===== config.mk =====
export PLATFORM = sky130hd
export DESIGN_NAME = atx_ctrl_regs
export DESIGN_NICKNAME = d
export VERILOG_FILES = /design/src/rtl/atx_pkg.sv /design/src/rtl/atx_ctrl_regs.sv /design/src/rtl/atx_side_buf.sv
export SDC_FILE = /design/constraint.sdc
export NUM_CORES = 1
export LEC_CHECK = 0
export ABC_AREA = 0
export BUFFER_PORTS_ARGS = -buffer_cell sky130_fd_sc_hd__buf_4
export CAP_MARGIN = 5
export CORE_ASPECT_RATIO = 0.6
export CORE_MARGIN = 3
export CORE_UTILIZATION = 60
export DETAILED_ROUTE_END_ITERATION = 8
export GPL_TIMING_DRIVEN = 0
export PLACE_DENSITY = 0.89
export SETUP_SLACK_MARGIN = 0.5
export SLEW_MARGIN = 20
export SYNTH_ARGS = -nofsm -noshare
export SYNTH_HDL_FRONTEND = slang
export SYNTH_SLANG_ARGS = --single-unit
export TNS_END_PERCENT = 50

===== constraint.sdc =====
create_clock -name i_clock -period 3.84 [get_ports i_clock]
set_clock_uncertainty 0.2 [all_clocks]
set_input_delay 0.768 -clock i_clock [delete_from_list [all_inputs] [get_ports i_clock]]
set_output_delay 0.768 -clock i_clock [all_outputs]
set_load 0.02 [all_outputs]

===== src/rtl/atx_pkg.sv =====
// Shared constants of the transmitter control-register slice: offsets,
// field positions, codes and reset values.
// Assumes one 10 MHz clock and a byte-wide register port in front of it.
`default_nettype none

package atx_pkg;

  // Register offsets on the seven-bit register pointer
  localparam logic [6:0] OFS_CTRL1      = 7'h01;
  localparam logic [6:0] OFS_IRQ1_STAT  = 7'h07;
  localparam logic [6:0] OFS_IRQ2_STAT  = 7'h08;
  localparam logic [6:0] OFS_IRQ1_MASK  = 7'h09;
  localparam logic [6:0] OFS_IRQ1_HI    = 7'h0a;
  localparam logic [6:0] OFS_IRQ1_LO    = 7'h0b;
  localparam logic [6:0] OFS_IRQ2_MASK  = 7'h0c;
  localparam logic [6:0] OFS_IRQ2_HI    = 7'h0d;
  localparam logic [6:0] OFS_IRQ2_LO    = 7'h0e;
  localparam logic [6:0] OFS_CS_BUF_CTL = 7'h12;
  localparam logic [6:0] OFS_UB_BUF_CTL = 7'h13;
  localparam logic [6:0] OFS_WIN_FIRST  = 7'h20;
  localparam logic [6:0] OFS_WIN_LAST   = 7'h37;
  localparam logic [6:0] OFS_IDENT      = 7'h7f;

  // Interrupt source bit positions inside the status, mask and mode bytes
  localparam int SLIP_BIT = 7;
  localparam int CSX_BIT  = 1;
  localparam int UBX_BIT  = 2;

  // Source index inside the internal three-bit vectors
  localparam int SRC_SLIP = 0;
  localparam int SRC_CSX  = 1;
  localparam int SRC_UBX  = 2;
  localparam int NUM_SRC  = 3;

  // Control 1 polarity field position
  localparam int POL_LSB = 1;
  localparam int POL_MSB = 2;

  // Buffer control field positions
  localparam int BUF_SEL_BIT   = 5;
  localparam int CS_INH_BIT    = 2;
  localparam int CS_WIDTH_BIT  = 1;
  localparam int UB_SRC_BIT    = 4;
  localparam int UB_MODE_LSB   = 2;
  localparam int UB_MODE_MSB   = 3;
  localparam int UB_INH_BIT    = 0;

  // Trigger codes {hi, lo}
  localparam logic [1:0] TRIG_RISE  = 2'h0;
  localparam logic [1:0] TRIG_FALL  = 2'h1;
  localparam logic [1:0] TRIG_LEVEL = 2'h2;

  // Interrupt pin polarity codes
  localparam logic [1:0] POL_HIGH   = 2'h0;
  localparam logic [1:0] POL_LOW    = 2'h1;
  localparam logic [1:0] POL_OD_LOW = 2'h2;

  // User bit manager modes
  localparam logic [1:0] UBM_ZEROS  = 2'h0;
  localparam logic [1:0] UBM_BLOCK  = 2'h1;

  // Reset values
  localparam logic [7:0] RST_BYTE   = 8'h00;
  localparam logic [2:0] RST_VEC3   = 3'h0;
  localparam logic [1:0] RST_CODE2  = 2'h0;

  // Buffer geometry: two banks of one window each
  localparam int         BUF_AW     = 6;
  localparam int         BUF_DEPTH  = 64;

endpackage

`default_nettype wire


===== src/rtl/atx_ctrl_regs.sv =====
// Control-register slice of the audio transmitter: interrupt trigger modes,
// masks and status, interrupt pin, buffer controls, buffer window, identity.
// Assumes the serial control port has already decoded a byte access into
// pointer, data and one-cycle strobes on i_clock; event inputs come from
// transmitter logic on the same clock.
`default_nettype none

module atx_ctrl_regs #(
  parameter logic [3:0] PART_CODE        = 4'h5, // Arbitrary value
  parameter logic [3:0] SILICON_REVISION = 4'h3  // Arbitrary value
) (
  input  wire logic        i_clock,
  input  wire logic        i_arst_n,
  input  wire logic [6:0]  i_reg_addr,
  input  wire logic        i_reg_wr,
  input  wire logic        i_reg_rd,
  input  wire logic [7:0]  i_reg_wdata,
  output logic      [7:0]  o_reg_rdata,
  output logic             o_reg_rvalid,
  input  wire logic        i_source_slip_event,
  input  wire logic        i_cs_xfer_event,
  input  wire logic        i_ub_xfer_event,
  input  wire logic        i_enc_pos,
  input  wire logic        i_enc_neg,
  input  wire logic [5:0]  i_eng_addr,
  output logic      [7:0]  o_eng_rdata,
  output logic             o_cs_xfer_allow,
  output logic             o_ub_xfer_allow,
  output logic             o_cs_port_access_width,
  output logic             o_user_bit_source_sel,
  output logic      [1:0]  o_user_bit_manager_mode,
  output logic             o_irq_pin,
  output logic             o_irq_oe_n,
  output logic             o_line_drive_pos,
  output logic             o_line_drive_neg,
  output logic             o_low_power
);

  // Whole register state of the slice
  typedef struct packed {
    logic [1:0] irq_pol;     // Interrupt pin polarity field
    logic [2:0] code_hi;     // Trigger code high bits per source
    logic [2:0] code_lo;     // Trigger code low bits per source
    logic [2:0] mask;        // Unmask bits per source
    logic [2:0] status;      // Sticky status per source
    logic [2:0] src_prev;    // Source level one cycle ago
    logic       buffer_window_select;        // Window bank select
    logic       cs_inh;      // Channel-status transfer inhibit
    logic       cs_port_access_width;         // Channel-status port access width
    logic       ud;          // User bit source
    logic [1:0] ubm;         // User bit manager mode
    logic       ub_inh;      // User transfer inhibit
    logic       rd_pend;     // Read answer due next cycle
    logic       rd_mem;      // Pending read comes from buffer
    logic [7:0] rd_hold;     // Register value caught at the request
    logic [7:0] rdata;       // Read answer
    logic       rvalid;      // Read answer strobe
    logic       irq_pin;     // Registered pin level
    logic       irq_oe_n;    // Registered pin enable, low drives
    logic       drv_pos;     // Registered line driver, positive
    logic       drv_neg;     // Registered line driver, negative
  } atx_state_t;

  atx_state_t state_reg;     // Current state
  atx_state_t state_next;    // Next state

  logic       rst_meta_reg;  // Reset release, first stage
  logic       rst_sync_reg;  // Reset release, used copy
  logic [2:0] src_now;       // Source conditions this cycle
  logic [2:0] src_event;     // Trigger hits this cycle
  logic [2:0] src_live_lvl;  // Level-mode sources still true
  logic [1:0] trig_code [atx_pkg::NUM_SRC];
  logic       in_window;     // Pointer inside buffer window
  logic       win_usable;    // Selected bank may be reached
  logic [5:0] win_index;     // Memory address for the window
  logic [6:0] win_offset;    // Pointer minus window base
  logic [7:0] buf_rdata;     // Buffer read word
  logic [7:0] reg_view;      // Register read value, combinational
  logic       irq_active;    // Any status bit set

  // reset release; the whole slice is held while the pin is low
  // and the release goes through two flops to avoid a ragged exit
  always_ff @(posedge i_clock or negedge i_arst_n) begin
    if (!i_arst_n) begin
      rst_meta_reg <= 1'b0;
      rst_sync_reg <= 1'b0;
    end else begin
      rst_meta_reg <= 1'b1;
      rst_sync_reg <= rst_meta_reg;
    end
  end

  // User transfer source only exists in block mode
  assign src_now[atx_pkg::SRC_SLIP] = i_source_slip_event;
  assign src_now[atx_pkg::SRC_CSX]  = i_cs_xfer_event;
  assign src_now[atx_pkg::SRC_UBX]  = i_ub_xfer_event
                                      & (state_reg.ubm == atx_pkg::UBM_BLOCK);

  // Per-source trigger decode
  for (genvar s = 0; s < atx_pkg::NUM_SRC; s++) begin : g_trig
    // two register bits form the code
    assign trig_code[s] = {state_reg.code_hi[s], state_reg.code_lo[s]};

    always_comb begin
      src_live_lvl[s] = 1'b0;
      unique case (trig_code[s])
        atx_pkg::TRIG_FALL: src_event[s] = ~src_now[s] & state_reg.src_prev[s];
        atx_pkg::TRIG_LEVEL: begin
          src_event[s]    = src_now[s];
          src_live_lvl[s] = src_now[s];
        end
        // the reserved code falls in here too
        default: src_event[s] = src_now[s] & ~state_reg.src_prev[s];
      endcase
    end
  end

  // Window mapping
  assign win_offset = i_reg_addr - atx_pkg::OFS_WIN_FIRST;
  // window range and user bank only in block mode
  assign in_window  = (i_reg_addr >= atx_pkg::OFS_WIN_FIRST)
                    & (i_reg_addr <= atx_pkg::OFS_WIN_LAST);
  assign win_usable = in_window
                    & (~state_reg.buffer_window_select | (state_reg.ubm == atx_pkg::UBM_BLOCK));
  // bank bit keeps the two buffer sets apart
  assign win_index  = {state_reg.buffer_window_select, win_offset[4:0]};

  // Buffer storage; port b feeds the transfer engine
  atx_side_buf u_side_buf (
    .i_clock   (i_clock),
    .i_rst_n   (rst_sync_reg),
    .i_wr      (i_reg_wr & win_usable),
    .i_waddr   (win_index),
    .i_wdata   (i_reg_wdata),
    .i_raddr_a (win_index),
    .o_rdata_a (buf_rdata),
    .i_raddr_b (i_eng_addr),
    .o_rdata_b (o_eng_rdata)
  );

  // Register read view at the current pointer
  always_comb begin
    reg_view = atx_pkg::RST_BYTE;
    unique case (i_reg_addr)
      atx_pkg::OFS_CTRL1: begin
        reg_view[atx_pkg::POL_MSB:atx_pkg::POL_LSB] = state_reg.irq_pol;
      end
      atx_pkg::OFS_IRQ1_STAT: begin
        reg_view[atx_pkg::SLIP_BIT] = state_reg.status[atx_pkg::SRC_SLIP];
        reg_view[atx_pkg::CSX_BIT]  = state_reg.status[atx_pkg::SRC_CSX];
      end
      atx_pkg::OFS_IRQ2_STAT: begin
        reg_view[atx_pkg::UBX_BIT] = state_reg.status[atx_pkg::SRC_UBX];
      end
      atx_pkg::OFS_IRQ1_MASK: begin
        reg_view[atx_pkg::SLIP_BIT] = state_reg.mask[atx_pkg::SRC_SLIP];
        reg_view[atx_pkg::CSX_BIT]  = state_reg.mask[atx_pkg::SRC_CSX];
      end
      atx_pkg::OFS_IRQ1_HI: begin
        reg_view[atx_pkg::SLIP_BIT] = state_reg.code_hi[atx_pkg::SRC_SLIP];
        reg_view[atx_pkg::CSX_BIT]  = state_reg.code_hi[atx_pkg::SRC_CSX];
      end
      atx_pkg::OFS_IRQ1_LO: begin
        reg_view[atx_pkg::SLIP_BIT] = state_reg.code_lo[atx_pkg::SRC_SLIP];
        reg_view[atx_pkg::CSX_BIT]  = state_reg.code_lo[atx_pkg::SRC_CSX];
      end
      atx_pkg::OFS_IRQ2_MASK: begin
        reg_view[atx_pkg::UBX_BIT] = state_reg.mask[atx_pkg::SRC_UBX];
      end
      atx_pkg::OFS_IRQ2_HI: begin
        reg_view[atx_pkg::UBX_BIT] = state_reg.code_hi[atx_pkg::SRC_UBX];
      end
      atx_pkg::OFS_IRQ2_LO: begin
        reg_view[atx_pkg::UBX_BIT] = state_reg.code_lo[atx_pkg::SRC_UBX];
      end
      atx_pkg::OFS_CS_BUF_CTL: begin
        reg_view[atx_pkg::BUF_SEL_BIT]  = state_reg.buffer_window_select;
        reg_view[atx_pkg::CS_INH_BIT]   = state_reg.cs_inh;
        reg_view[atx_pkg::CS_WIDTH_BIT] = state_reg.cs_port_access_width;
      end
      atx_pkg::OFS_UB_BUF_CTL: begin
        reg_view[atx_pkg::UB_SRC_BIT] = state_reg.ud;
        reg_view[atx_pkg::UB_MODE_MSB:atx_pkg::UB_MODE_LSB] = state_reg.ubm;
        reg_view[atx_pkg::UB_INH_BIT] = state_reg.ub_inh;
      end
      atx_pkg::OFS_IDENT: reg_view = {PART_CODE, SILICON_REVISION};
      // Unmapped offsets and the window read as zero here
      default: reg_view = atx_pkg::RST_BYTE;
    endcase
  end

  // pin stays active until every status bit is back at zero
  assign irq_active = |state_reg.status;

  // Next-state logic for the whole slice
  always_comb begin
    state_next          = state_reg;
    state_next.src_prev = src_now;
    state_next.rvalid   = 1'b0;

    // Register writes; read-only offsets simply ignore them
    if (i_reg_wr) begin
      unique case (i_reg_addr)
        atx_pkg::OFS_CTRL1: begin
          state_next.irq_pol = i_reg_wdata[atx_pkg::POL_MSB:atx_pkg::POL_LSB];
        end
        atx_pkg::OFS_IRQ1_MASK: begin
          state_next.mask[atx_pkg::SRC_SLIP] = i_reg_wdata[atx_pkg::SLIP_BIT];
          state_next.mask[atx_pkg::SRC_CSX]  = i_reg_wdata[atx_pkg::CSX_BIT];
        end
        // slip at bit 7, CS at bit 1
        atx_pkg::OFS_IRQ1_HI: begin
          state_next.code_hi[atx_pkg::SRC_SLIP] = i_reg_wdata[atx_pkg::SLIP_BIT];
          state_next.code_hi[atx_pkg::SRC_CSX]  = i_reg_wdata[atx_pkg::CSX_BIT];
        end
        atx_pkg::OFS_IRQ1_LO: begin
          state_next.code_lo[atx_pkg::SRC_SLIP] = i_reg_wdata[atx_pkg::SLIP_BIT];
          state_next.code_lo[atx_pkg::SRC_CSX]  = i_reg_wdata[atx_pkg::CSX_BIT];
        end
        // user transfer unmask at bit 2
        atx_pkg::OFS_IRQ2_MASK: begin
          state_next.mask[atx_pkg::SRC_UBX] = i_reg_wdata[atx_pkg::UBX_BIT];
        end
        atx_pkg::OFS_IRQ2_HI: begin
          state_next.code_hi[atx_pkg::SRC_UBX] = i_reg_wdata[atx_pkg::UBX_BIT];
        end
        atx_pkg::OFS_IRQ2_LO: begin
          state_next.code_lo[atx_pkg::SRC_UBX] = i_reg_wdata[atx_pkg::UBX_BIT];
        end
        atx_pkg::OFS_CS_BUF_CTL: begin
          state_next.buffer_window_select   = i_reg_wdata[atx_pkg::BUF_SEL_BIT];
          state_next.cs_inh = i_reg_wdata[atx_pkg::CS_INH_BIT];
          state_next.cs_port_access_width    = i_reg_wdata[atx_pkg::CS_WIDTH_BIT];
        end
        atx_pkg::OFS_UB_BUF_CTL: begin
          state_next.ud     = i_reg_wdata[atx_pkg::UB_SRC_BIT];
          state_next.ubm    = i_reg_wdata[atx_pkg::UB_MODE_MSB:atx_pkg::UB_MODE_LSB];
          state_next.ub_inh = i_reg_wdata[atx_pkg::UB_INH_BIT];
        end
        default: ;
      endcase
    end

    // status read clears, but a live level source keeps its bit
    if (i_reg_rd && (i_reg_addr == atx_pkg::OFS_IRQ1_STAT)) begin
      state_next.status[atx_pkg::SRC_SLIP] = 1'b0;
      state_next.status[atx_pkg::SRC_CSX]  = 1'b0;
    end
    if (i_reg_rd && (i_reg_addr == atx_pkg::OFS_IRQ2_STAT)) begin
      state_next.status[atx_pkg::SRC_UBX] = 1'b0;
    end
    // Setting comes after the clear so a same-cycle event is never lost
    state_next.status = state_next.status | src_event | src_live_lvl;
    // masked sources never show in status nor reach the pin
    state_next.status = state_next.status & state_next.mask;

    // Read pipeline: catch the value now, answer two edges after request
    state_next.rd_pend = i_reg_rd;
    if (i_reg_rd) begin
      state_next.rd_hold = reg_view;
      state_next.rd_mem  = win_usable;
    end
    if (state_reg.rd_pend) begin
      state_next.rdata  = state_reg.rd_mem ? buf_rdata : state_reg.rd_hold;
      state_next.rvalid = 1'b1;
    end

    // pin level decided by the polarity field and whether any status bit is set
    // high, low, open-drain low; reserved behaves as high
    unique case (state_reg.irq_pol)
      atx_pkg::POL_LOW: begin
        state_next.irq_pin  = ~irq_active;
        state_next.irq_oe_n = 1'b0;
      end
      atx_pkg::POL_OD_LOW: begin
        state_next.irq_pin  = 1'b0;
        state_next.irq_oe_n = ~irq_active;
      end
      default: begin
        state_next.irq_pin  = irq_active;
        state_next.irq_oe_n = 1'b0;
      end
    endcase

    // Line drivers follow the encoder once out of reset
    state_next.drv_pos = i_enc_pos;
    state_next.drv_neg = i_enc_neg;
  end

  // State register
  // every field, trigger codes included, clears to zero
  // line drivers sit low for the whole reset
  always_ff @(posedge i_clock or negedge rst_sync_reg) begin
    if (!rst_sync_reg) begin
      state_reg <= '0;
    end else begin
      state_reg <= state_next;
    end
  end

  // Engine-facing controls; user transfers only exist in block mode
  assign o_cs_xfer_allow         = ~state_reg.cs_inh;
  assign o_ub_xfer_allow         = (state_reg.ubm == atx_pkg::UBM_BLOCK)
                                 & ~state_reg.ub_inh;
  assign o_cs_port_access_width  = state_reg.cs_port_access_width;
  assign o_user_bit_source_sel   = state_reg.ud;
  assign o_user_bit_manager_mode = state_reg.ubm;

  // Pins and read answer straight from flops
  assign o_reg_rdata      = state_reg.rdata;
  assign o_reg_rvalid     = state_reg.rvalid;
  assign o_irq_pin        = state_reg.irq_pin;
  assign o_irq_oe_n       = state_reg.irq_oe_n;
  assign o_line_drive_pos = state_reg.drv_pos;
  assign o_line_drive_neg = state_reg.drv_neg;
  assign o_low_power      = ~rst_sync_reg;

endmodule

`default_nettype wire


===== src/rtl/atx_side_buf.sv =====
// Little two-bank memory holding the channel-status and user-bit E buffers.
// One write port, two read ports, each read word comes out of a register
// one clock after its address. Same clock as the register slice.
`default_nettype none

module atx_side_buf (
  input  wire logic                            i_clock,
  input  wire logic                            i_rst_n,
  input  wire logic                            i_wr,
  input  wire logic [atx_pkg::BUF_AW-1:0]      i_waddr,
  input  wire logic [7:0]                      i_wdata,
  input  wire logic [atx_pkg::BUF_AW-1:0]      i_raddr_a,
  output logic      [7:0]                      o_rdata_a,
  input  wire logic [atx_pkg::BUF_AW-1:0]      i_raddr_b,
  output logic      [7:0]                      o_rdata_b
);

  // Storage has no reset: contents are undefined until software fills it
  logic [7:0] mem [atx_pkg::BUF_DEPTH];

  // Write port
  always_ff @(posedge i_clock) begin
    if (i_wr) begin
      mem[i_waddr] <= i_wdata;
    end
  end

  // Registered read ports, cleared by reset so outputs are defined
  always_ff @(posedge i_clock or negedge i_rst_n) begin
    if (!i_rst_n) begin
      o_rdata_a <= atx_pkg::RST_BYTE;
      o_rdata_b <= atx_pkg::RST_BYTE;
    end else begin
      o_rdata_a <= mem[i_raddr_a];
      o_rdata_b <= mem[i_raddr_b];
    end
  end

endmodule

`default_nettype wire


After elaboration in Yosys (flattened, before gate mapping)
Memories as Yosys holds them, arrays and structs flattened. A register that Yosys moved wholly into a read port is not among the register bits.
Index checks and enable logic that the tools add are counted.
Storage, ports and cells
  register bits after elaboration: 49
  bits in writable memories: 512
  output and inout bits: 28
  word-level logic and storage cells: 111
  memories kept: 1
Cells by class
  $add $sub $neg: 1
  order comparisons: 2
  equality and inequality tests: 21
  muxes and demuxes: 23
  bitwise logic cells: 26
  reduce and logical (&&, ||, !) cells: 12
Memories
  u_side_buf.mem: words 64, width 8, rd ports 2, clocked after Yosys merged registers in 2, wr ports 1, RTL line atx_side_buf.sv:19  | logic [7:0] mem [atx_pkg::BUF_DEPTH];
Operators by type and width (number)
  $eq A7 B4 Y1 const B: 7
  $eq A7 B5 Y1 const B: 2
  $pmux W1 S7: 2
  $reduce_and A2 Y1: 7
  $and A1 B1 Y1: 11
  $not A1 Y1: 11
  $eq A2 B1 Y1 const B: 5
  $mux W1: 10
  $eq A2 B2 Y1 const B: 4
  $mux W8: 1
  $pmux W1 S2: 4
  $pmux W2 S2: 2
  $eq A7 B1 Y1 const B: 1
  $eq A7 B3 Y1 const B: 1
  $eq A7 B7 Y1 const B: 1
  $ge A7 B6 Y1 const B: 1
  $le A7 B6 Y1 const B: 1
  $or A3 B3 Y3: 2
  $sub A5 B1 Y5 const B: 1
  $mux W2: 2
  $pmux W1 S4: 1
  $and A3 B3 Y3: 1
  $mux W3: 1
  $reduce_or A3 Y1: 1
  3 further kinds: 5

Longest topological paths before layout
  depth in word-level cells: 8
  depth in mapped cells: 9

Modules after synthesis
From an unflattened synthesis, not the netlist that was laid out.
Second synthesis, totals
  cell total of the unflattened synthesis: 1462
  area, all modules: 26934.6 sq um
Modules (own cells, without submodules)
  atx_side_buf: times used 1, cells each 1213, area each 24354.6 sq um
  atx_ctrl_regs: times used 1, cells each 249, area each 2580.0 sq um

Worst setup path after synthesis
Ideal clock, no wire load.
  path type: flip-flop to output port
  start point: register rst_sync_reg
  end point: output o_low_power
  arrival: 2067 ps
  required time: 2872 ps
  setup slack: 805 ps
  cell stages (with the launch flop): 2
  path buffers: 0
  cells stage by stage: dfrtp_1 inv_1
On the way
  cells in the longest elaborated chain, start to end: 1
RTL lines
  start, declared: RTL line atx_ctrl_regs.sv:68  | logic rst_sync_reg;
  start signal, assigned: RTL line atx_ctrl_regs.sv:89  | rst_sync_reg <= rst_meta_reg;
  $not A1 Y1: RTL line atx_ctrl_regs.sv:316  | assign o_low_power = ~rst_sync_reg;
  end, declared: RTL line atx_ctrl_regs.sv:36  | output logic o_low_power
Every way passes these cells.

==> results by group <==
Worst setup path
  – Worst reg2reg path depth: 5
  – WP data arrival: 3.72 ns
  – Critical path class: in -> reg
  – Crit Path Max Fanout: 10
  – CP Capture Type: register
  – Worst Path Required: between 4 and 5 ns
  – Worst setup SP type: primary input

Timing
  – RSZ-0062 raised after global routing: yes
  – Worst hold slack: 0.0855 ns
  – Final cycle utilization of the critical path: 92.0%
  – Final worst slack: slightly above 0.3 ns
  – FMAX: 283 MHz
  – Max-Slew Margin vs Limit: 16.2%
  – Fin. Hold Viols: 0
  – Final min period: 3.53 ns
  – Max-slew violations: 0
  – Slew @ Worst Pin: roughly 1.3 ns
  – Final setup viols: 0

Synthesis
  – Synth area leaders: edfxtp_1 (58%), mux4_2 (21%), dfrtp_1 (6.1%)
  – Mapped Cells: around 1500
  – Count leader, synth: edfxtp_1
  – Synth warn: 0
  – Post-synth EDFFs: 512
  – Synth area leader: edfxtp_1
  – Async S/R FF share, synth: 11.3%
  – Commonest cells post-synth: edfxtp_1 (512), mux4_2 (251), nor2_1 (81), a22oi_1 (76), dfrtp_1 (65)
  – Top_reg_cell synth: edfxtp_1
  – Post-synth top area share: 58.1%
  – Cell area after synthesis: 0.0265 mm²
  – Register area share after synthesis: 64.3%
  – Synth unique cells: 51
  – Syn avg cell area: 18.1 µm²
  – Yosys reg bits: 577

Detailed routing
  – Vias: between 15000 and 20000
  – Via density: 7.53
  – Post-Route WL: 85400 µm
  – Routed Antenna Nets: 0
  – Avg WL per Cell: 37.0 µm
  – Pre-antenna DRT Iters: 7
  – First DRT Iteration DRCs: between 3000 and 4000
  – # DRC: 0

Clock tree
  – Clock latency at the later pin of the worst-skew pair: 0.61 ns
  – # Post-CTS Setup Buffers: 0
  – CTS tree: done
  – Clk sinks: 577
  – Root buffer cell: clkbuf_16
  – CTS max path bufs: 3
  – Worst-path clk slew: 0.06 ns
  – CTS HTree Levels: 2
  – CTS Buf Count: 51

Finish
  – Layout area overhead: 12.7%
  – Share of layout cells above drive strength 1: 27.9%
  – Final #Nets: 1732
  – Fill cell count: between 2000 and 3000
  – Flip-flop count of the largest register after layout: 512

Min path
  – Worst hold path class: in -> reg
  – Hold depth: 1

Die
  – Core Area: 0.0427 mm²
  – Row Count: 58
  – Die width: 277 µm
  – IO Count: 58
  – Initial Utilization: 62.0%
  – Vert. Die Dim: 169 µm
  – Die area: 0.0467 mm²

GRT
  – First-pass GRT wire length: 121000 µm
  – Initial antenna violation count: 3
  – Grt ovf: 0
  – Overall Global Routing Usage: 36.9%
  – Largest net degree at the start of global routing: 71
  – Vias in the first global route: 16700

Placed design
  – Pre-CTS setup slack: -0.287 ns
  – Port-buffer cells: 52
  – Post-DP HPWL: 59200 µm
  – Final GP Congestion: 1.05

Run
  – Total of max-cap violations: 0

Pwr
  – PD cells: 464 mW/mm²
  – Leakage power: about 10 nW
  – Max VDD drop: 0.377 mV

Status
  – Status: finished, final reports clean
==> per-stage QoR <==
step | cells | power (mW) | cell area, µm² | TNS (ns) | util, %
finish | 2306 | 13.8 | 29800 | 0 | 69.8
global route | 2304 | 14.1 | 29800 | 0 | 69.8
CTS | 2304 | 13.7 | 29800 | 0 | 69.8
detailed placement | 2210 | 8.65 | 28100 | -15.67 | 65.8
global placement | 2209 | 8.58 | 28000 | -3.94 | 65.7
floorplan | 1587 | 8.04 | 26900 | 0 | -
==> cells by family (layout without fill, tap and decap cells) <==
kind of cell | Yosys count | in the layout | share of synthesized area [%]
multiplexers | 296 | 296 | 23.2
other | 2 | 131 | 0.0284
adder cells (fa/ha/maj) | 8 | 8 | 0.378
AND/OR/NAND/NOR | 222 | 222 | 4.05
AO/OA/AOI/OAI | 222 | 222 | 5.68
buffers and inverters | 133 | 280 | 2.42
flip-flops | 577 | 577 | 64.3
==> metal layers <==
metal	GRT usage (%)	up-vias	routed length, µm
met2	50.2	1875	35000
met5	1.44	-	121
met1	51.9	8747	29400
met4	11.5	6	3500
li1	-	6448	-
met3	19.5	278	17400
==> area by class of cell <==
type                            count  area, µm²  share of cell area (%)
Antenna cell                        2       5.00                  0.0168
Buffer                            114        579                    1.94
Clock buffer                       70       1480                    4.97
Clock inverter                     23        183                   0.613
Inverter                           19       71.3                   0.239
Multi-Input combinational cell    877       9350                    31.4
Sequential cell                   577      17000                    57.1
Tap cell                          570        713                    2.39
Timing Repair Buffer               54        420                    1.41
==> where the power goes <==
group | internal, mW | switching (mW)
clock network | 2.84 | 2.36
logic | 0.553 | 0.931
registers | 7.03 | 0.107
total | 10.4 | 3.40
==> path summary, 6_finish.rpt <==
path	start	endpoint	slack (ns)
setup / recovery	i_eng_addr[2]	u_side_buf.o_rdata_b[5]	0.31
hold / removal	i_enc_neg	o_line_drive_neg	0.09
setup reg to reg	o_user_bit_manager_mode[1]	u_side_buf.mem[40][4]	0.36
hold reg to reg	rst_sync_reg	o_irq_oe_n	0.10
max in group asynchronous	rst_sync_reg	u_side_buf.o_rdata_b[4]	2.74
min in group asynchronous	rst_sync_reg	o_irq_oe_n	0.10
==> worst max-delay path: stages <==
cell	delay (ns)
clkbuf_1	0.60
clkbuf_1	0.78
mux4_2	0.42
a22o_1	0.25
a21oi_1	0.52
o2111ai_1	0.37
==> layout by cell type (no fill, tap or decap), drive strengths merged, types with 43 or more instances in the layout <==
master,n
edfxtp,512
mux4,251
conb,129
clkbuf,127
buf,110
nor2,81
a22oi,76
dfrtp,65
a21oi,54
nand2,43
==> repair_timing <==
item / CTS / global route
gates cloned: 0 / 0
setup endpoints to repair: 326 / 107
hold buffers: 1 / 0
gates resized for setup: 8 / 19
hold endpoints to repair: 2 / 0
Note: power is estimated with default switching activity, not from simulation.
